--- src/rtl/safety_io_pkg.sv ---
package safety_io_pkg;

  // Clock and measurement timing.
  localparam int          CLK_FREQ_HZ  = 50_000_000;   // System clock rate in hertz.
  localparam int          GATE_TIME_US = 1000;         // Frequency gate window in microseconds.
  localparam int          GATE_CYCLES  = GATE_TIME_US * (CLK_FREQ_HZ / 1_000_000);

  // Register byte offsets on the Avalon-MM slave.
  localparam logic [5:0]  ADDR_CTRL      = 6'h00;
  localparam logic [5:0]  ADDR_STATUS    = 6'h04;
  localparam logic [5:0]  ADDR_ERR_CLEAR = 6'h08;
  localparam logic [5:0]  ADDR_AN_START  = 6'h0c;
  localparam logic [5:0]  ADDR_AN_END    = 6'h10;
  localparam logic [5:0]  ADDR_FREQ1     = 6'h14;
  localparam logic [5:0]  ADDR_FREQ2     = 6'h18;
  localparam logic [5:0]  ADDR_OUT_CFG   = 6'h1c;
  localparam logic [5:0]  ADDR_SWITCH0   = 6'h20;
  localparam logic [5:0]  ADDR_SWITCH3   = 6'h2c;

  // Reset values.
  localparam logic [3:0]  OP_MODE_RST   = 4'h0;
  localparam logic [2:0]  STRIP_RST     = 3'h4;
  localparam logic [7:0]  FILT_LEN_RST  = 8'h04;
  localparam logic [15:0] AN_START_RST  = 16'h0000;
  localparam logic [15:0] AN_END_RST    = 16'hffff;

  // Control strip configurations.
  localparam logic [2:0]  STRIP_QUAD    = 3'h0;
  localparam logic [2:0]  STRIP_SINGLE  = 3'h1;
  localparam logic [2:0]  STRIP_INVERSE = 3'h2;
  localparam logic [2:0]  STRIP_HOMOG   = 3'h3;
  localparam logic [2:0]  STRIP_FOUR    = 3'h4;
  localparam logic [2:0]  STRIP_MIX_HOM = 3'h5;
  localparam logic [2:0]  STRIP_MIX_INV = 3'h6;

  // Analog output codes of a 12-bit current DAC spanning 0 to 20 mA.
  localparam logic [11:0] DAC_ZERO  = 12'h000;
  localparam logic [11:0] DAC_4MA   = 12'h333;
  localparam logic [11:0] DAC_20MA  = 12'hfff;
  localparam logic [11:0] DAC_SPAN  = 12'hccc;
  localparam logic [4:0]  DIV_STEPS = 5'h1c;

  // Raw pins gathered for synchronisation; differential groups are {a, a_n, b, b_n}.
  typedef struct packed {
    logic [3:0] strip;
    logic [3:0] diff1;
    logic [3:0] diff2;
    logic       sin_sign;
    logic       cos_sign;
    logic       sincos_fault;
    logic       loop_open;
  } pins_t;

  // Whole state of the block.
  typedef struct packed {
    pins_t             sync1;
    pins_t             sync2;
    logic [1:0]        prev_a;
    logic [31:0]       gate;
    logic [15:0]       cnt1;
    logic [15:0]       cnt2;
    logic [15:0]       freq1;
    logic [15:0]       freq2;
    logic [7:0]        mis1;
    logic [7:0]        mis2;
    logic [3:0]        op_mode;
    logic [2:0]        strip_mode;
    logic              sq_src;
    logic              an_src;
    logic [7:0]        filt_len;
    logic [15:0]       an_start;
    logic [15:0]       an_end;
    logic [11:0]       out_cfg;
    logic [3:0][15:0]  sw_pt;
    logic              err;
    logic [4:0]        cause;
    logic              ack;
    logic [31:0]       rdata;
    logic              div_busy;
    logic [4:0]        div_cnt;
    logic [27:0]       num;
    logic [16:0]       rem;
    logic [15:0]       den;
    logic [27:0]       quo;
    logic [11:0]       an_val;
    logic [11:0]       an_code;
    logic [3:0]        sq_out;
    logic              sq_oe;
    logic [3:0]        ctl_out;
  } state_t;

endpackage
--- src/rtl/safety_io.sv ---
// Function
// - Differential incremental inputs used in modes 7-9.
// - Zero or index pulses are never evaluated.
// - Quadrature strip: two A/B frequency sensors.
// - Single-channel strip: second input gives direction.
// - Inverse pairs must be complementary, else error.
// - Homogeneous pairs must match, else error.
// - Four independent control inputs, no pair check.
// - Mixed: pair one checked, inputs three, four single.
// - Sine/cosine modes forward input one downstream.
// - Error shifts sine/cosine splitter DC offset.
// - Square splitter repeats selected sensor frequency.
// - Square splitter always square, one pulse per period.
// - Error stops square splitter, drivers go high-impedance.
// - Sine/cosine input fault may fault square splitter.
// - Analog output scaled 4-20 mA between start, end.
// - Error drives analog output to zero current.
// - Open analog loop raises the error state.
// - Control outputs switch on programmable points, invertible.
// - Error forces all control outputs low.
//
// Local design decisions: the Avalon-MM interface to the registers and the register offsets.
`timescale 1ns/10ps
module safety_io
  import safety_io_pkg::*;
#(
  parameter int GATE_LEN = GATE_CYCLES
) (
  input  wire logic        clk_sys,
  input  wire logic        srst,
  input  wire logic [5:0]  avs_address,
  input  wire logic        avs_read,
  input  wire logic        avs_write,
  input  wire logic [31:0] avs_writedata,
  output logic      [31:0] avs_readdata,
  output logic             avs_waitrequest,
  input  wire logic [3:0]  control_input_strip,
  input  wire logic [3:0]  differential_input_connector_one,
  input  wire logic [3:0]  differential_input_connector_two,
  input  wire logic        sine_cosine_input_sin_sign,
  input  wire logic        sine_cosine_input_cos_sign,
  input  wire logic        sine_cosine_input_fault,
  input  wire logic        analog_loop_open,
  output logic             sine_cosine_splitter_enable,
  output logic             sine_cosine_splitter_offset_shift,
  output logic [3:0]       square_wave_out,
  output logic [3:0]       square_wave_oe,
  output logic [11:0]      analog_current_code,
  output logic [3:0]       control_output_strip
);

  state_t      st_reg;          // Registered state.
  state_t      st_next;         // Next state.
  pins_t       pins_raw;        // Pins gathered into one word.
  logic [1:0]  sens_a;          // Channel A of sensors 1 and 2.
  logic [1:0]  sens_b;          // Channel B of sensors 1 and 2.
  logic [1:0]  pair_bad;        // Raw pair relation violations.
  logic [4:0]  fault_now;       // Live fault sources.
  logic [15:0] an_freq;         // Frequency feeding the analog output.
  logic        sel_freq_hi;     // Control output comparison result.
  logic [15:0] sel_freq;        // Frequency seen by one control output.
  logic        req;             // Bus request present.
  logic [31:0] gate_last;       // Final count of the gate window.

  // Sine/cosine operational modes.
  function automatic logic is_sincos(input logic [3:0] m);
    return (m == 4'h0) || (m == 4'h1) || (m == 4'h2) || (m == 4'h6);
  endfunction

  // Differential incremental operational modes.
  function automatic logic is_diff(input logic [3:0] m);
    return (m == 4'h7) || (m == 4'h8) || (m == 4'h9);
  endfunction

  // Pair relation check: inverse pairs must differ, homogeneous pairs must match.
  function automatic logic pair_viol(input logic inv, input logic x, input logic y);
    return inv ? (x == y) : (x != y);
  endfunction

  // Saturating sixteen-bit increment so long windows never wrap to a low reading.
  function automatic logic [15:0] sat_inc(input logic [15:0] v);
    return (v == 16'hffff) ? v : v + 16'h0001;
  endfunction

  assign pins_raw = '{strip: control_input_strip,
                      diff1: differential_input_connector_one,
                      diff2: differential_input_connector_two,
                      sin_sign: sine_cosine_input_sin_sign,
                      cos_sign: sine_cosine_input_cos_sign,
                      sincos_fault: sine_cosine_input_fault,
                      loop_open: analog_loop_open};
  // Either strobe opens an access; the master never raises both at once.
  assign req       = avs_read | avs_write;
  assign gate_last = 32'(GATE_LEN - 1);

  // Sensor routing: only channel A and B are taken; any index line is never wired in.
  always_comb begin
    if (is_sincos(st_reg.op_mode)) begin
      sens_a[0] = st_reg.sync2.sin_sign;
      sens_b[0] = st_reg.sync2.cos_sign;
    end else if (is_diff(st_reg.op_mode)) begin
      sens_a[0] = st_reg.sync2.diff1[3];
      sens_b[0] = st_reg.sync2.diff1[1];
    end else begin
      sens_a[0] = st_reg.sync2.strip[0];
      sens_b[0] = st_reg.sync2.strip[1];
    end
    if (is_diff(st_reg.op_mode)) begin
      sens_a[1] = st_reg.sync2.diff2[3];
      sens_b[1] = st_reg.sync2.diff2[1];
    end else begin
      sens_a[1] = st_reg.sync2.strip[2];
      sens_b[1] = st_reg.sync2.strip[3];
    end
  end

  // Live fault sources, with the mismatch filter applied to the pairs.
  always_comb begin
    pair_bad = 2'b00;
    case (st_reg.strip_mode)
      STRIP_INVERSE: begin
        pair_bad[0] = pair_viol(1'b1, st_reg.sync2.strip[0], st_reg.sync2.strip[1]);
        pair_bad[1] = pair_viol(1'b1, st_reg.sync2.strip[2], st_reg.sync2.strip[3]);
      end
      STRIP_HOMOG: begin
        pair_bad[0] = pair_viol(1'b0, st_reg.sync2.strip[0], st_reg.sync2.strip[1]);
        pair_bad[1] = pair_viol(1'b0, st_reg.sync2.strip[2], st_reg.sync2.strip[3]);
      end
      STRIP_MIX_HOM: begin
        pair_bad[0] = pair_viol(1'b0, st_reg.sync2.strip[0], st_reg.sync2.strip[1]);
      end
      STRIP_MIX_INV: begin
        pair_bad[0] = pair_viol(1'b1, st_reg.sync2.strip[0], st_reg.sync2.strip[1]);
      end
      default: begin
        pair_bad = 2'b00;
      end
    endcase
    fault_now[0] = (st_reg.mis1 >= st_reg.filt_len) && pair_bad[0];
    fault_now[1] = (st_reg.mis2 >= st_reg.filt_len) && pair_bad[1];
    fault_now[2] = st_reg.sync2.loop_open;
    fault_now[3] = is_diff(st_reg.op_mode) &&
                   ((st_reg.sync2.diff1[3] == st_reg.sync2.diff1[2]) ||
                    (st_reg.sync2.diff1[1] == st_reg.sync2.diff1[0]) ||
                    (st_reg.sync2.diff2[3] == st_reg.sync2.diff2[2]) ||
                    (st_reg.sync2.diff2[1] == st_reg.sync2.diff2[0]));
    fault_now[4] = is_sincos(st_reg.op_mode) && st_reg.sync2.sincos_fault;
  end

  // Next state: synchronisers, frequency gate, bus slave, scaling and outputs.
  always_comb begin
    st_next = st_reg;
    an_freq = 16'h0000;
    sel_freq = 16'h0000;
    sel_freq_hi = 1'b0;

    // Two flip-flops on every pin before any logic looks at it.
    st_next.sync1 = pins_raw;
    st_next.sync2 = st_reg.sync1;

    // Pair mismatch counters reset as soon as the relation holds again.
    st_next.mis1 = pair_bad[0] ? ((st_reg.mis1 == 8'hff) ? 8'hff : st_reg.mis1 + 8'h01) : 8'h00;
    st_next.mis2 = pair_bad[1] ? ((st_reg.mis2 == 8'hff) ? 8'hff : st_reg.mis2 + 8'h01) : 8'h00;

    // Rising edges of channel A counted over a fixed gate window.
    st_next.prev_a = sens_a;
    if (sens_a[0] && !st_reg.prev_a[0]) begin
      st_next.cnt1 = sat_inc(st_reg.cnt1);
    end
    if (sens_a[1] && !st_reg.prev_a[1]) begin
      st_next.cnt2 = sat_inc(st_reg.cnt2);
    end
    if (st_reg.gate >= gate_last) begin
      st_next.gate = 32'h0000_0000;
      st_next.freq1 = st_next.cnt1;
      st_next.freq2 = st_next.cnt2;
      st_next.cnt1 = 16'h0000;
      st_next.cnt2 = 16'h0000;
      an_freq = st_reg.an_src ? st_next.freq2 : st_next.freq1;
      if (an_freq <= st_reg.an_start || st_reg.an_end <= st_reg.an_start) begin
        st_next.an_val = DAC_4MA;
      end else if (an_freq >= st_reg.an_end) begin
        st_next.an_val = DAC_20MA;
      end else begin
        // Division runs serially, trading latency within the window for area.
        st_next.div_busy = 1'b1;
        st_next.div_cnt = DIV_STEPS;
        st_next.num = 28'(32'(an_freq - st_reg.an_start) * 32'(DAC_SPAN));
        st_next.den = st_reg.an_end - st_reg.an_start;
        st_next.rem = 17'h00000;
        st_next.quo = 28'h0000000;
      end
    end else begin
      st_next.gate = st_reg.gate + 32'h0000_0001;
    end

    // One restoring division step per clock.
    if (st_reg.div_busy) begin
      st_next.rem = {st_reg.rem[15:0], st_reg.num[27]};
      st_next.num = {st_reg.num[26:0], 1'b0};
      st_next.quo = {st_reg.quo[26:0], 1'b0};
      if (st_next.rem >= {1'b0, st_reg.den}) begin
        st_next.rem = st_next.rem - {1'b0, st_reg.den};
        st_next.quo[0] = 1'b1;
      end
      st_next.div_cnt = st_reg.div_cnt - 5'h01;
      if (st_reg.div_cnt == 5'h01) begin
        st_next.div_busy = 1'b0;
        st_next.an_val = DAC_4MA + st_next.quo[11:0];
      end
    end

    st_next.cause = st_reg.cause | fault_now;
    // A clear only takes causes that are gone; a live fault wins over the clear.
    if (avs_write && st_reg.ack && avs_address == ADDR_ERR_CLEAR && avs_writedata[0]) begin
      st_next.cause = fault_now;
    end
    // The error flag is a plain OR of the latched causes, so it never drifts from them.
    st_next.err = |st_next.cause;

    // Avalon slave: one wait state, read data prepared while waitrequest is high.
    st_next.ack = req && !st_reg.ack;
    if (avs_read && !st_reg.ack) begin
      case (avs_address)
        ADDR_CTRL:     st_next.rdata = {8'h00, st_reg.filt_len, 7'h00, st_reg.an_src,
                                        st_reg.sq_src, st_reg.strip_mode, st_reg.op_mode};
        ADDR_STATUS: begin
          // Inputs two and four only mean a direction in single-channel mode.
          if (st_reg.strip_mode == STRIP_SINGLE) begin
            st_next.rdata = {20'h00000, st_reg.sync2.strip, st_reg.sync2.strip[3],
                             st_reg.sync2.strip[1], st_reg.cause, st_reg.err};
          end else begin
            st_next.rdata = {20'h00000, st_reg.sync2.strip, 2'h0, st_reg.cause, st_reg.err};
          end
        end
        ADDR_AN_START: st_next.rdata = {16'h0000, st_reg.an_start};
        ADDR_AN_END:   st_next.rdata = {16'h0000, st_reg.an_end};
        ADDR_FREQ1:    st_next.rdata = {16'h0000, st_reg.freq1};
        ADDR_FREQ2:    st_next.rdata = {16'h0000, st_reg.freq2};
        ADDR_OUT_CFG:  st_next.rdata = {20'h00000, st_reg.out_cfg};
        default: begin
          if (avs_address >= ADDR_SWITCH0 && avs_address <= ADDR_SWITCH3 &&
              avs_address[1:0] == 2'b00) begin
            st_next.rdata = {16'h0000, st_reg.sw_pt[avs_address[3:2]]};
          end else begin
            st_next.rdata = 32'h0000_0000;
          end
        end
      endcase
    end
    if (avs_write && st_reg.ack) begin
      case (avs_address)
        ADDR_CTRL: begin
          st_next.op_mode = avs_writedata[3:0];
          st_next.strip_mode = avs_writedata[6:4];
          st_next.sq_src = avs_writedata[7];
          st_next.an_src = avs_writedata[8];
          st_next.filt_len = avs_writedata[23:16];
        end
        ADDR_AN_START: st_next.an_start = avs_writedata[15:0];
        ADDR_AN_END:   st_next.an_end = avs_writedata[15:0];
        ADDR_OUT_CFG:  st_next.out_cfg = avs_writedata[11:0];
        default: begin
          if (avs_address >= ADDR_SWITCH0 && avs_address <= ADDR_SWITCH3 &&
              avs_address[1:0] == 2'b00) begin
            st_next.sw_pt[avs_address[3:2]] = avs_writedata[15:0];
          end
        end
      endcase
    end

    st_next.sq_out = st_reg.sq_src ?
                     {sens_a[1], !sens_a[1], sens_b[1], !sens_b[1]} :
                     {sens_a[0], !sens_a[0], sens_b[0], !sens_b[0]};
    st_next.sq_oe = 1'b1;

    // Each control output: bit 0 invert, bit 1 switch below point, bit 2 sensor 2.
    for (int i = 0; i < 4; i++) begin
      sel_freq = st_reg.out_cfg[4*i+2] ? st_reg.freq2 : st_reg.freq1;
      sel_freq_hi = sel_freq > st_reg.sw_pt[i];
      st_next.ctl_out[i] = (sel_freq_hi ^ st_reg.out_cfg[4*i+1]) ^ st_reg.out_cfg[4*i];
    end
    st_next.an_code = st_next.an_val;

    // Safe reaction of square, analog and control outputs at once while the error is latched.
    if (st_next.err) begin
      st_next.sq_out = 4'h0;
      st_next.sq_oe = 1'b0;
      st_next.an_code = DAC_ZERO;
      st_next.ctl_out = 4'h0;
    end
  end

  // State register with synchronous reset.
  always_ff @(posedge clk_sys) begin
    if (srst) begin
      st_reg <= '0;
      st_reg.strip_mode <= STRIP_RST;
      st_reg.op_mode <= OP_MODE_RST;
      st_reg.filt_len <= FILT_LEN_RST;
      st_reg.an_start <= AN_START_RST;
      st_reg.an_end <= AN_END_RST;
      // The scaled value starts at the live floor; the output itself starts at zero.
      st_reg.an_val <= DAC_4MA;
    end else begin
      st_reg <= st_next;
    end
  end

  // Outputs from the state register; waitrequest and the splitter enable decode are combinational.
  assign avs_readdata = st_reg.rdata;
  assign avs_waitrequest = req && !st_reg.ack;
  assign sine_cosine_splitter_enable = is_sincos(st_reg.op_mode);
  assign sine_cosine_splitter_offset_shift = st_reg.err;
  assign square_wave_out = st_reg.sq_out;
  assign square_wave_oe = {4{st_reg.sq_oe}};
  assign analog_current_code = st_reg.an_code;
  assign control_output_strip = st_reg.ctl_out;

endmodule

--- config.mk ---
export PLATFORM = sky130hd
export DESIGN_NAME = safety_io
export DESIGN_NICKNAME = d
export VERILOG_FILES = /design/src/rtl/safety_io_pkg.sv /design/src/rtl/safety_io.sv
export SDC_FILE = /design/constraint.sdc
export NUM_CORES = 1
export LEC_CHECK = 0
export ABC_AREA = 1
export BUFFER_PORTS_ARGS = -buffer_cell sky130_fd_sc_hd__buf_2
export CAP_MARGIN = 10
export CORE_MARGIN = 5
export CORE_UTILIZATION = 60
export CTS_CLUSTER_SIZE = 24
export DETAILED_ROUTE_END_ITERATION = 7
export PLACE_DENSITY_LB_ADDON = 0.2
export SLEW_MARGIN = 15
export SYNTH_ARGS = -nofsm -noshare
export SYNTH_HDL_FRONTEND = slang
export SYNTH_SLANG_ARGS = --single-unit
export TNS_END_PERCENT = 100
--- constraint.sdc ---
create_clock -name clk_sys -period 17.25 [get_ports clk_sys]
set_input_delay 1.725 -clock clk_sys [delete_from_list [all_inputs] [get_ports clk_sys]]
set_output_delay 1.725 -clock clk_sys [all_outputs]
set_load 0.01 [all_outputs]
### Yosys cells after proc, flatten, opt, wreduce, memory -nomap -nowiden

Cells that the tools add are included.

* flip-flop bits (word level): 419

* equal/unequal tests: 33
* mux-type cells: 41
* add/sub/neg operators: 10
* $mul: 1
* order comparisons: 14
* bitwise gates (word level): 13
* reduce and logical (&&, ||, !) cells: 49

Operators by type and width (number)
* two-way mux 95 bit: 2
* two-way mux 16 bit: 11
* case mux 24 bit (7 select lines): 1
* two-way mux 107 bit: 1
* bitwise mux 64 bit: 1
* two-way mux 51 bit: 1
* > comparator 16 bit: 3
* two-way mux 12 bit: 3
* adder 16 x 1 -> 16 bit (second input constant): 2
* adder 32 x 1 -> 32 bit (second input constant): 1
* binary-select mux 16 bit (select 2 bit): 1
* demux 16 bit (select 2 bit): 1
* == test 16 bit (second input constant): 2
* >= comparator 32 x 16 -> 1 bit (second input constant): 1
* less-or-equal comparator 16 bit: 2
* multiplier 32 x 10 -> 26 bit (second input constant): 1
* == test 6 x 5 -> 1 bit (second input constant): 4
* two-way mux 8 bit: 3
* two-way mux 23 bit: 1
* >= comparator 17 x 16 -> 1 bit: 1
* two-way mux 17 bit: 1
* subtractor 16 x 16 -> 17 bit: 1
* subtractor 17 x 16 -> 17 bit: 1
* adder 8 x 1 -> 8 bit (second input constant): 2
* other kinds (44): 113

### Depth between registers and ports, before layout

Gate-level depths: netlist (run 1).

* word-level depth: 15
* gate-level depth with buffers: 50
* depth with buffers taken out: 49

### Least setup slack after synthesis (run 1)

OpenSTA, ideal clock, no wires.

* kind: reg2reg
* start point: register st_reg[340] (netlist name)
* end point: register st_reg[120] (netlist name)
* data arrival time: 7468 ps
* setup time: 110 ps
* stages on the path, launching flop included: 47
* required time: 17140 ps
* slack: 9672 ps
* path buffers: 1
* path through: dfxtp_1 > ha_1 > nand3_1 > nor3_2 > nand2_1 > nor2_1 > nand4_1 > nand2_2 > inv_2 > nand2_1 > xor2_1 > nand2_1 > o21ai_0 > ha_1 > buf_2 > nand2_1 > inv_1 > a21oi_1 > (+11 left out) > inv_1 > fa_1 > inv_1 > ha_1 > nand2_1 > nor2_1 > nand2_1 > inv_1 > nand3_1 > or2_2 > nand3_1 > nand2_1 > nand2_1 > inv_1 > nand2_1 > nand3_1 > nand2_1 > inv_1

* word-level cells in the longest chain between the ends: 10
* elaborated cells on any way between the ends: 17

Ends and longest elaborated chain
* start, declared: RTL line safety_io.sv:52 `state_t st_reg;`
* start signal, assigned: RTL line safety_io.sv:306 `st_reg <= st_next;`
* adder 16 x 1 -> 16 bit / == test 16 bit (equally long branches): RTL line safety_io.sv:82 `return (v == 16'hffff) ? v : v + 16'h0001;`
* two-way mux 16 bit: RTL line safety_io.sv:82
* two-way mux 16 bit (*): RTL line safety_io.sv:170 `if (sens_a[1] && !st_reg.prev_a[1]) begin`
* two-way mux 16 bit (*): RTL line safety_io.sv:179 `an_freq = st_reg.an_src ? st_next.freq2 : st_next.freq1;`
* subtractor 16 x 16 -> 17 bit: RTL line safety_io.sv:188 `st_next.num = 28'(32'(an_freq - st_reg.an_start) * 32'(DAC_SPAN));`
* multiplier 32 x 10 -> 26 bit: RTL line safety_io.sv:188
* two-way mux 95 bit: RTL line safety_io.sv:182 `end else if (an_freq >= st_reg.an_end) begin`
* two-way mux 95 bit: RTL line safety_io.sv:180 `if (an_freq <= st_reg.an_start || st_reg.an_end <= st_reg.an_start) begin`
* two-way mux 107 bit: RTL line safety_io.sv:173 `if (st_reg.gate >= gate_last) begin`
* two-way mux 51 bit: RTL line safety_io.sv:198 `if (st_reg.div_busy) begin`

Every way passes the cells marked *; elsewhere a longest branch is shown, timed or not. The select of a mux whose other input is x is not followed.
A chain may end at the register's enable or synchronous reset.

### Final worst setup path (run 1)

* start point: register st_reg[289] (netlist name)
* end point: register st_reg[120] (netlist name)

* word-level cells in the longest chain between the ends: 14
* elaborated cells on any way between the ends: 32

Ends and longest elaborated chain
* == test 4 x 3 -> 1 bit, or another cell as far along: RTL line safety_io.sv:72 `return (m == 4'h7) || (m == 4'h8) || (m == 4'h9);`
* logical OR 1 bit (on tied branches) (2 in a row): RTL line safety_io.sv:72, safety_io.sv:67
* two-way mux 1 bit / logical OR 1 bit (equally long branches): RTL line safety_io.sv:101, safety_io.sv:67
* two-way mux 1 bit: RTL line safety_io.sv:98 `if (is_sincos(st_reg.op_mode)) begin`
* logical AND 1 bit: RTL line safety_io.sv:167 `if (sens_a[0] && !st_reg.prev_a[0]) begin`
* two-way mux 16 bit: RTL line safety_io.sv:167
* two-way mux 16 bit (*): RTL line safety_io.sv:179
* subtractor 16 x 16 -> 17 bit: RTL line safety_io.sv:188
* multiplier 32 x 10 -> 26 bit: RTL line safety_io.sv:188
* two-way mux 95 bit: RTL line safety_io.sv:182
* two-way mux 95 bit: RTL line safety_io.sv:180
* two-way mux 107 bit: RTL line safety_io.sv:173
* two-way mux 51 bit: RTL line safety_io.sv:198

Marked as above.

==> impl_metrics.json, run 1 <==
{
  "period_share_pct": 53.2,
  "p_clk_share_pct": 20.1,
  "post_drt_wl_per_cell_um": 17.2,
  "end_kind": "flip-flop",
  "total_leakage_power_nw": 12.8,
  "synth_seq_cells": 409,
  "cap_viol_max_count": 0,
  "filler_cell_count": 3872,
  "setup_tns_ns": 0,
  "synthTopCellsByArea": "dfxtp_1 31%, nand2_1 10%, ha_1 10%",
  "drc": 0,
  "seq_area_frac_synth_pct": 31.5,
  "via_per_inst": 5.59,
  "diodes": 0,
  "synth_top_area_share_pct": 31.5,
  "syn_area_mm2": 0.0260,
  "cp_common_cell": "nand2_1",
  "drive_gt1_share_pct": 6.66,
  "grt_overflow_total": 0,
  "cts_resized": 0,
  "hold_class": "reg -> reg",
  "async_flop_share_pct": 0,
  "rsz0062_at_grt": "no",
  "start_util_pct": 60.5,
  "hold_viol_final": 0,
  "dp_hpwl_um": 56500,
  "core_mm2": 0.0430,
  "period_needed_ns": 9.18,
  "yosys_warnings": 0,
  "grt_pass1_wl_um": 117000,
  "drv_slew": 0,
  "cts_sinks": 409,
  "setup_violations": 0,
  "clk_pin_slew_ns": 0.06,
  "gp_congestion": 0.959,
  "tightest_slew_ns": 1.11,
  "p_switching_mw": 2.29,
  "die_w_um": 218,
  "antenna_found_initial": 0,
  "numCtsBuffers": 45,
  "num_vias": 23908,
  "swShare_pct": 46.4,
  "htreeDepth": 2,
  "wirelength_um": 73800,
  "fmax_mhz": 109,
  "cp.arrival_ns": 9.65,
  "p_int_mw": 2.66,
  "dpl_cell_area_mm2": 0.0265,
  "first_pass_iters": 6,
  "die_y_um": 218,
  "cp_max_fo": 19,
  "grt_max_degree": 90,
  "slew_headroom_pct": 25.8,
  "clk_path_buf_depth": 3,
  "syn_area_per_cell_um2": 7.11,
  "max-vdd-ir-drop_mv": 0.269,
  "cts_root_buffer": "clkbuf_16",
  "power.density_mw_per_mm2": 177,
  "status": "complete, no violations",
  "syn_inst": 3660,
  "crit_path_start_kind": "flip-flop",
  "synth_top_area_cell": "dfxtp_1",
  "dieArea_mm2": 0.0476,
  "postCtsSetupBuffers": 0,
  "required_ns": 17.72,
  "num_rows": 76,
  "p_seq_share_pct": 20.5,
  "clkLatencyLatePin_ns": 0.60,
  "critPathSlowestCell": "fa_1",
  "gr-usage-all-layers_pct": 30.3,
  "drt-initial-drc-count": 2226,
  "ys.flop_type": "dfxtp_1",
  "io_pins": 117,
  "cts_tree": "yes",
  "path_class": "reg -> reg",
  "crit_path_max_incr_delay_ns": 0.54,
  "cts_hold_buf": 0,
  "ant_nets": 0,
  "synthDistinctLibCells": 57,
  "p_comb_share_pct": 59.4,
  "synth_enable_flop_cells": 0,
  "fin_nets": 3989,
  "postLayoutCellArea_mm2": 0.0280,
  "port_buffers": 99,
  "largest_register_ffs": 347,
  "skew_ns": 0.0295,
  "syn2layout_area_growth_pct": 7.65,
  "grt_pass1_vias": 22575,
  "hold_ws_ns": 0.402
}
## critical path: cells and delay by family (launching register included)
kind	cells	cell delay, ns
buffers and inverters	10	1.22
and+or+nand+nor	23	3.41
adders and majority gates	8	3.44
DFF	1	0.32
AOI/OAI and AO/OA	2	0.65
## power by group through the flow
| stage | clock network, mW | registers, mW | logic (mW) |
|---|---|---|---|
| floorplan | 0 | 1.03 | 2.33 |
| global placement | 0 | 1.03 | 2.91 |
| detailed placement | 0 | 1.03 | 2.92 |
| CTS | 1.01 | 1.01 | 2.95 |
| global route | 1.05 | 1.02 | 3.45 |
| finish | 0.996 | 1.01 | 2.94 |
## through the flow
step                utilization (%)  instances  power, mW  setup slack (ns)
finish                         65.1       4279       4.95              8.07
CTS                            65.1       4279       4.97              8.07
global route                   65.1       4279       5.52              7.29
floorplan                         -       3684       3.36              9.67
detailed placement             61.6       4199       3.96              8.10
global placement               61.6       4199       3.94              8.19
## cell usage after synthesis, types with 17 or more instances
library cell	n
nand3_1	189
xor2_1	63
fa_1	61
a21oi_1	312
buf_2	22
nand4_1	37
ha_1	209
xnor2_1	31
buf_4	59
nor3_1	47
clkbuf_1	91
nor2_1	283
o22ai_1	41
o211ai_1	44
dfxtp_1	409
inv_1	556
a31oi_1	17
nand2_1	717
o21ai_0	289
inv_2	18
## layout make-up
type	count	area [um^2]	area share, %
multi-input cells	2519	14800	52.9
clock buffers	58	1220	4.38
repair buffers	108	566	2.02
flip-flops and latches	409	8190	29.3
clock inverters	22	292	1.04
inverters	578	2170	7.76
well taps	585	732	2.61
## path summary, 6_finish.rpt
| kind | start | endpoint | slack [ns] | depth (start not counted) |
|---|---|---|---|---|
| setup / recovery | st_reg[289] | st_reg[120] | 8.07 | 43 |
| hold / removal | st_next[406] | fault_now[2] | 0.40 | 2 |
| setup reg to reg | st_reg[289] | st_reg[120] | 8.07 | 43 |
| hold reg to reg | st_next[406] | fault_now[2] | 0.40 | 2 |
## per-layer routing
| layer | GRT usage, % | vias to the layer above | wire [um] |
|---|---|---|---|
| li1 | - | 11842 | - |
| met1 | 39.8 | 11051 | 31000 |
| met2 | 50.5 | 841 | 34600 |
| met3 | 4.45 | 174 | 4890 |
| met4 | 12.3 | 0 | 3250 |
| met5 | 0 | - | 0 |
## cell usage in the layout, fill, tap and decap left out, types with 6 or more instances in the layout
| master | Yosys | routed |
|---|---|---|
| a211oi_1 | 8 | 8 |
| a21o_1 | 9 | 9 |
| a21oi_1 | 312 | 312 |
| a221oi_1 | 6 | 6 |
| a22oi_1 | 13 | 13 |
| a31oi_1 | 17 | 17 |
| and2_1 | 9 | 9 |
| buf_2 | 22 | 98 |
| buf_4 | 59 | 10 |
| clkbuf_1 | 91 | 8 |
| clkbuf_16 | 0 | 45 |
| clkinv_2 | 0 | 9 |
| conb_1 | 1 | 25 |
| dfxtp_1 | 409 | 408 |
| fa_1 | 61 | 61 |
| ha_1 | 209 | 209 |
| inv_1 | 556 | 556 |
| inv_2 | 18 | 18 |
| nand2_1 | 717 | 717 |
| nand2_2 | 6 | 6 |
| nand3_1 | 189 | 189 |
| nand3b_1 | 7 | 7 |
| nand4_1 | 37 | 37 |
| nor2_1 | 283 | 281 |
| nor2_2 | 5 | 7 |
| nor3_1 | 47 | 47 |
| nor4_1 | 8 | 8 |
| o211ai_1 | 44 | 44 |
| o21ai_0 | 289 | 289 |
| o21bai_1 | 16 | 16 |
| o22ai_1 | 41 | 41 |
| or2_2 | 16 | 16 |
| xnor2_1 | 31 | 31 |
| xor2_1 | 63 | 63 |
## cell families (layout without fill, tap and decap cells)
family / Yosys count / after routing / share of synthesized area, %
DFF: 409 / 409 / 31.5
other: 1 / 25 / 0.0144
AOI/OAI and AO/OA: 785 / 785 / 16.7
muxes: 1 / 1 / 0.0385
adders and majority gates: 270 / 270 / 14.8
and+or+nand+nor: 1344 / 1344 / 22.0
buffers and inverters: 756 / 766 / 11.9
xor gates and xnor gates: 94 / 94 / 3.17
Power figures use the tool's default switching activity.
==> inputs of run 2 (changes only) <==
Clock period 17.25 ns to 9.59 ns, I/O delays scaled along.
==> run 2 against run 1 <==
Compared with the run above: global-route usage grew 0.40 points; first-iteration DRC count shrank 4.1%; via count barely moved; clock skew decreased by 0.00089 ns; worst hold slack got worse by 0.0011 ns; setup slack lost 7.3 ns; clock power grew 98%; combinational power increased by 83%; count of clock-buffer cells in the layout is 10 higher; critical path depth grew 1; critical endpoint unchanged; highest routed layer unchanged.
==> impl_metrics.json, run 2 (synthesis results as in run 1) <==
{
  "drc": 0,
  "path_class": "reg -> reg",
  "p_clk_share_pct": 21.5,
  "io_pins": 117,
  "drive_gt1_share_pct": 6.91,
  "fin_nets": 3996,
  "setup_tns_ns": 0,
  "cp_common_cell": "nand2_1",
  "grt_pass1_vias": 22683,
  "start_util_pct": 60.5,
  "rrSetupSlack_ns": 0.80,
  "cts_sinks": 409,
  "period_needed_ns": 8.79,
  "min_to": "st_reg[419]",
  "crit_path_start_kind": "flip-flop",
  "min_path_cells": 2,
  "grt_pass1_wl_um": 119000,
  "htreeDepth": 2,
  "hp-start": "st_next[419]",
  "dieArea_mm2": 0.0476,
  "num_vias": 23914,
  "cts_hold_buf": 0,
  "end_kind": "flip-flop",
  "clk_pin_slew_ns": 0.06,
  "required_ns": 10.05,
  "multi_input_area_mm2": 0.0148,
  "core_mm2": 0.0430,
  "clkLatencyLatePin_ns": 0.59,
  "diodes": 0,
  "seqCellArea_mm2": 0.00819,
  "die_y_um": 218,
  "ant_nets": 0,
  "wirelength_um": 74400,
  "grt_max_degree": 93,
  "cts_tree": "yes",
  "final_common_cell": "nand2_1",
  "fmax_mhz": 114,
  "timing.rr.end": "st_reg[120]",
  "dp_hpwl_um": 57000,
  "layout_common_cells": "717 x nand2_1, 556 x inv_1, 408 x dfxtp_1, 312 x a21oi_1, 289 x o21ai_0",
  "first_pass_iters": 6,
  "cts_resized": 0,
  "antenna_found_initial": 0,
  "rsz0062_at_grt": "no",
  "cap_viol_max_count": 0,
  "max-vdd-ir-drop_mv": 0.440,
  "hold_viol_final": 0,
  "gr-usage-all-layers_pct": 30.7,
  "cp.arrival_ns": 9.26,
  "p_int_mw": 4.99,
  "slew_headroom_pct": 25.0,
  "totalPowerFinal_mw": 9.19,
  "power.density_mw_per_mm2": 325,
  "crit_path_max_incr_delay_ns": 0.54,
  "syn2layout_area_growth_pct": 8.60,
  "p_comb_share_pct": 58.7,
  "setup_violations": 0,
  "filler_cell_count": 3875,
  "status": "complete, no violations",
  "rr_worst_depth": 44,
  "p_switching_mw": 4.19,
  "fin_util_pct": 65.7,
  "total_leakage_power_nw": 13.0,
  "cts_root_buffer": "clkbuf_16",
  "numCtsBuffers": 45,
  "period_share_pct": 91.7,
  "drv_slew": 0,
  "grt_overflow_total": 0,
  "die_w_um": 218,
  "num_rows": 76,
  "critPathSlowestCell": "fa_1",
  "drt-initial-drc-count": 2135,
  "cp_max_fo": 19,
  "swShare_pct": 45.7,
  "post_drt_wl_per_cell_um": 17.4,
  "skew_ns": 0.0286,
  "hold_class": "reg -> reg",
  "clk_path_buf_depth": 3,
  "tightest_slew_ns": 1.12,
  "largest_register_ffs": 347,
  "port_buffers": 99,
  "gp_congestion": 0.940,
  "postCtsSetupBuffers": 0,
  "via_per_inst": 5.57,
  "reg2reg_from": "st_reg[289]",
  "p_seq_share_pct": 19.8
}
[run 2: cell types whose count changed in the layout (fill, tap and decap cells not counted), moves of 2 or more]
cell        previous run  this run
clkbuf_16             45        47
clkinvlp_4             5         3
clkbuf_8               5        12
clkinv_2               9         3
buf_4                 10        17
bufinv_16              5         9
[run 2: critical path, delay by kind of cell, from the launching register on]
family | cells | cell delay, ns
simple gates | 23 | 3.20
fa+ha+maj | 7 | 3.14
compound gates | 3 | 0.87
buf+inv | 10 | 0.83
flops | 1 | 0.32
xor+xnor | 1 | 0.27
[run 2: power groups by stage]
stage / sequential, mW / combinational (mW) / clock (mW)
after floorplan: 1.85 / 4.20 / 0
after global placement: 1.86 / 5.32 / 0
after detailed placement: 1.86 / 5.37 / 0
after CTS: 1.82 / 5.41 / 2.00
after global routing: 1.83 / 6.25 / 2.08
final: 1.82 / 5.39 / 1.97
[run 2: cell type report]
type,count,share of cell area (%)
Clock buffer,68,4.87
Inverter,578,7.69
Sequential cell,409,29.0
Timing Repair Buffer,115,2.19
Clock inverter,16,1.20
Tap cell,585,2.59
Multi-Input combinational cell,2519,52.5
[run 2: stage by stage]
step | worst slack [ns] | hold WS, ns | cells | instance area, um^2
global placement | 0.955 | 0.393 | 4206 | 26500
floorplan | 2.01 | 0.388 | 3684 | 26100
finish | 0.798 | 0.400 | 4290 | 28200
CTS | 0.808 | 0.406 | 4290 | 28200
global route | 0.105 | 0.413 | 4290 | 28200
detailed placement | 0.855 | 0.396 | 4206 | 26500
[run 2: worst max path at each step]
stage | from | to | slack (ns) | depth (start not counted)
after CTS | st_reg[289] | st_reg[120] | 0.81 | 44
after floorplan | st_reg[340] | st_reg[120] | 2.01 | 46
after global placement | st_reg[289] | st_reg[120] | 0.96 | 44
final | st_reg[289] | st_reg[120] | 0.80 | 44
after global routing | st_reg[340] | st_reg[119] | 0.10 | 43
after detailed placement | st_reg[289] | st_reg[120] | 0.86 | 44
[run 2: metal layers]
layer  wire length, um  track usage [%]
met1             31900             40.6
met4              3460             12.9
met5                 0                0
met3              4750             4.41
met2             34300             50.8
==> inputs of run 3 (changes only) <==
Settings changed: CORE_UTILIZATION 60 to 45.
==> run 3 against run 2 <==
Compared with the run above: setup slack gained 0.022 ns; core utilization fell by 16 points; fmax rose by 0.25%; power down 1.7%; first-iteration DRC count decreased by 20%; count of clock-buffer cells in the layout down 2; register-to-register slack gained 0.02 ns.
==> impl_metrics.json, run 3 (synthesis results as in run 1) <==
{
  "status": "complete, no violations",
  "path_class": "reg -> reg",
  "end_kind": "flip-flop",
  "grt_overflow_total": 0,
  "cts_resized": 0,
  "via_per_inst": 5.14,
  "dieArea_mm2": 0.0627,
  "period_share_pct": 91.4,
  "num_rows": 88,
  "p_comb_share_pct": 58.4,
  "dp_slack_ns": 0.848,
  "hold_class": "reg -> reg",
  "syn2layout_area_growth_pct": 9.56,
  "power.density_mw_per_mm2": 317,
  "cts_tree": "yes",
  "max-vdd-ir-drop_mv": 0.432,
  "drt-initial-drc-count": 1704,
  "port_buffers": 99,
  "num_vias": 22970,
  "grt_pass1_vias": 20788,
  "setup_violations": 0,
  "drv_slew": 0,
  "clk_pin_slew_ns": 0.06,
  "period_needed_ns": 8.77,
  "fin_nets": 4002,
  "drc": 0,
  "first_pass_iters": 5,
  "skew_ns": 0.0591,
  "die_y_um": 250,
  "gp_congestion": 0.916,
  "postCtsSetupBuffers": 0,
  "layout_common_cells": "717 x nand2_1, 556 x inv_1, 408 x dfxtp_1, 312 x a21oi_1, 289 x o21ai_0",
  "dp_hpwl_um": 55800,
  "p_clk_share_pct": 21.4,
  "io_pins": 117,
  "post_drt_wl_per_cell_um": 16.3,
  "diodes": 0,
  "total_leakage_power_nw": 13.0,
  "largest_register_ffs": 347,
  "setup_tns_ns": 0,
  "cp_max_fo": 19,
  "core_mm2": 0.0575,
  "grt_pass1_wl_um": 115000,
  "instances_no_fill": 4473,
  "clkLatencyLatePin_ns": 0.61,
  "cts_hold_buf": 0,
  "fin_util_pct": 49.6,
  "antenna_found_initial": 0,
  "required_ns": 10.04,
  "ant_nets": 0,
  "dpl_cell_area_mm2": 0.0268,
  "slew_headroom_pct": 29.0,
  "hold_viol_final": 0,
  "swShare_pct": 45.3,
  "postLayoutCellArea_mm2": 0.0285,
  "critPathSlowestCell": "fa_1",
  "numCtsBuffers": 45,
  "crit_path_max_incr_delay_ns": 0.54,
  "wirelength_um": 72800,
  "fin_ws_ns": 0.820,
  "cts_root_buffer": "clkbuf_16",
  "rsz0062_at_grt": "no",
  "gr-usage-all-layers_pct": 22.3,
  "htreeDepth": 2,
  "p_int_mw": 4.94,
  "tightest_slew_ns": 1.06,
  "p_seq_share_pct": 20.2,
  "cp_common_cell": "nand2_1",
  "p_switching_mw": 4.09,
  "grt_max_degree": 103,
  "cap_viol_max_count": 0,
  "clk_path_buf_depth": 3,
  "drive_gt1_share_pct": 7.01,
  "final_common_cell": "nand2_1",
  "crit_path_start_kind": "flip-flop",
  "multi_input_area_mm2": 0.0148,
  "die_w_um": 250,
  "start_util_pct": 45.2,
  "seqCellArea_mm2": 0.00819,
  "dp_cells": 4392,
  "fmax_mhz": 114,
  "cts_sinks": 409,
  "cp.arrival_ns": 9.22,
  "filler_cell_count": 5888
}
run 3: cell count changes in the layout (fill, tap and decap cells not counted), sizes merged:
cell,previous run,this run
inv,575,577
buf,115,121
clkbuf,68,66
clkinvlp,3,1
bufinv,9,8
run 3: metal layers:
metal | part of all wire, % | up-vias | track usage (%)
li1 | - | 11861 | -
met1 | 47 | 10489 | 31.1
met2 | 45 | 505 | 36.2
met3 | 4.6 | 115 | 2.91
met4 | 3.2 | 0 | 6.86
met5 | 0 | - | 0
run 3: path summary, 6_finish.rpt:
path	slack, ns	to	cells after the start	startpoint
hold reg to reg	0.40	st_reg[419]	2	st_next[419]
setup / recovery	0.82	st_reg[120]	45	st_reg[289]
setup reg to reg	0.82	st_reg[120]	45	st_reg[289]
hold / removal	0.40	st_reg[419]	2	st_next[419]
run 3: critical path, delay by kind of cell (launching register included):
family,cells,cell delay (ns)
simple gates,23,3.21
compound gates,3,0.72
flops,1,0.32
xor+xnor,1,0.26
buf+inv,11,0.99
fa+ha+maj,7,3.11
run 3: metrics by stage:
stage / hold WS (ns) / power [mW]
6_report: 0.399 / 9.03
5_1_grt: 0.422 / 10.1
2_1_floorplan: 0.388 / 6.04
3_5_place_dp: 0.396 / 7.11
3_3_place_gp: 0.391 / 7.10
4_1_cts: 0.405 / 9.08
run 3: layout make-up:
cell class | instances | area share [%]
multi-input cells | 2519 | 52.0
flip-flops and latches | 409 | 28.7
inverters | 578 | 7.62
clock buffers | 66 | 4.69
well taps | 765 | 3.36
repair buffers | 121 | 2.33
clock inverters | 15 | 1.23
run 3: power by group through the flow:
stage	logic, mW	clock network [mW]	registers (mW)
after floorplan	4.20	0	1.85
after global placement	5.24	0	1.86
after detailed placement	5.26	0	1.86
after CTS	5.29	1.97	1.82
after global routing	6.18	2.04	1.83
final	5.28	1.93	1.82
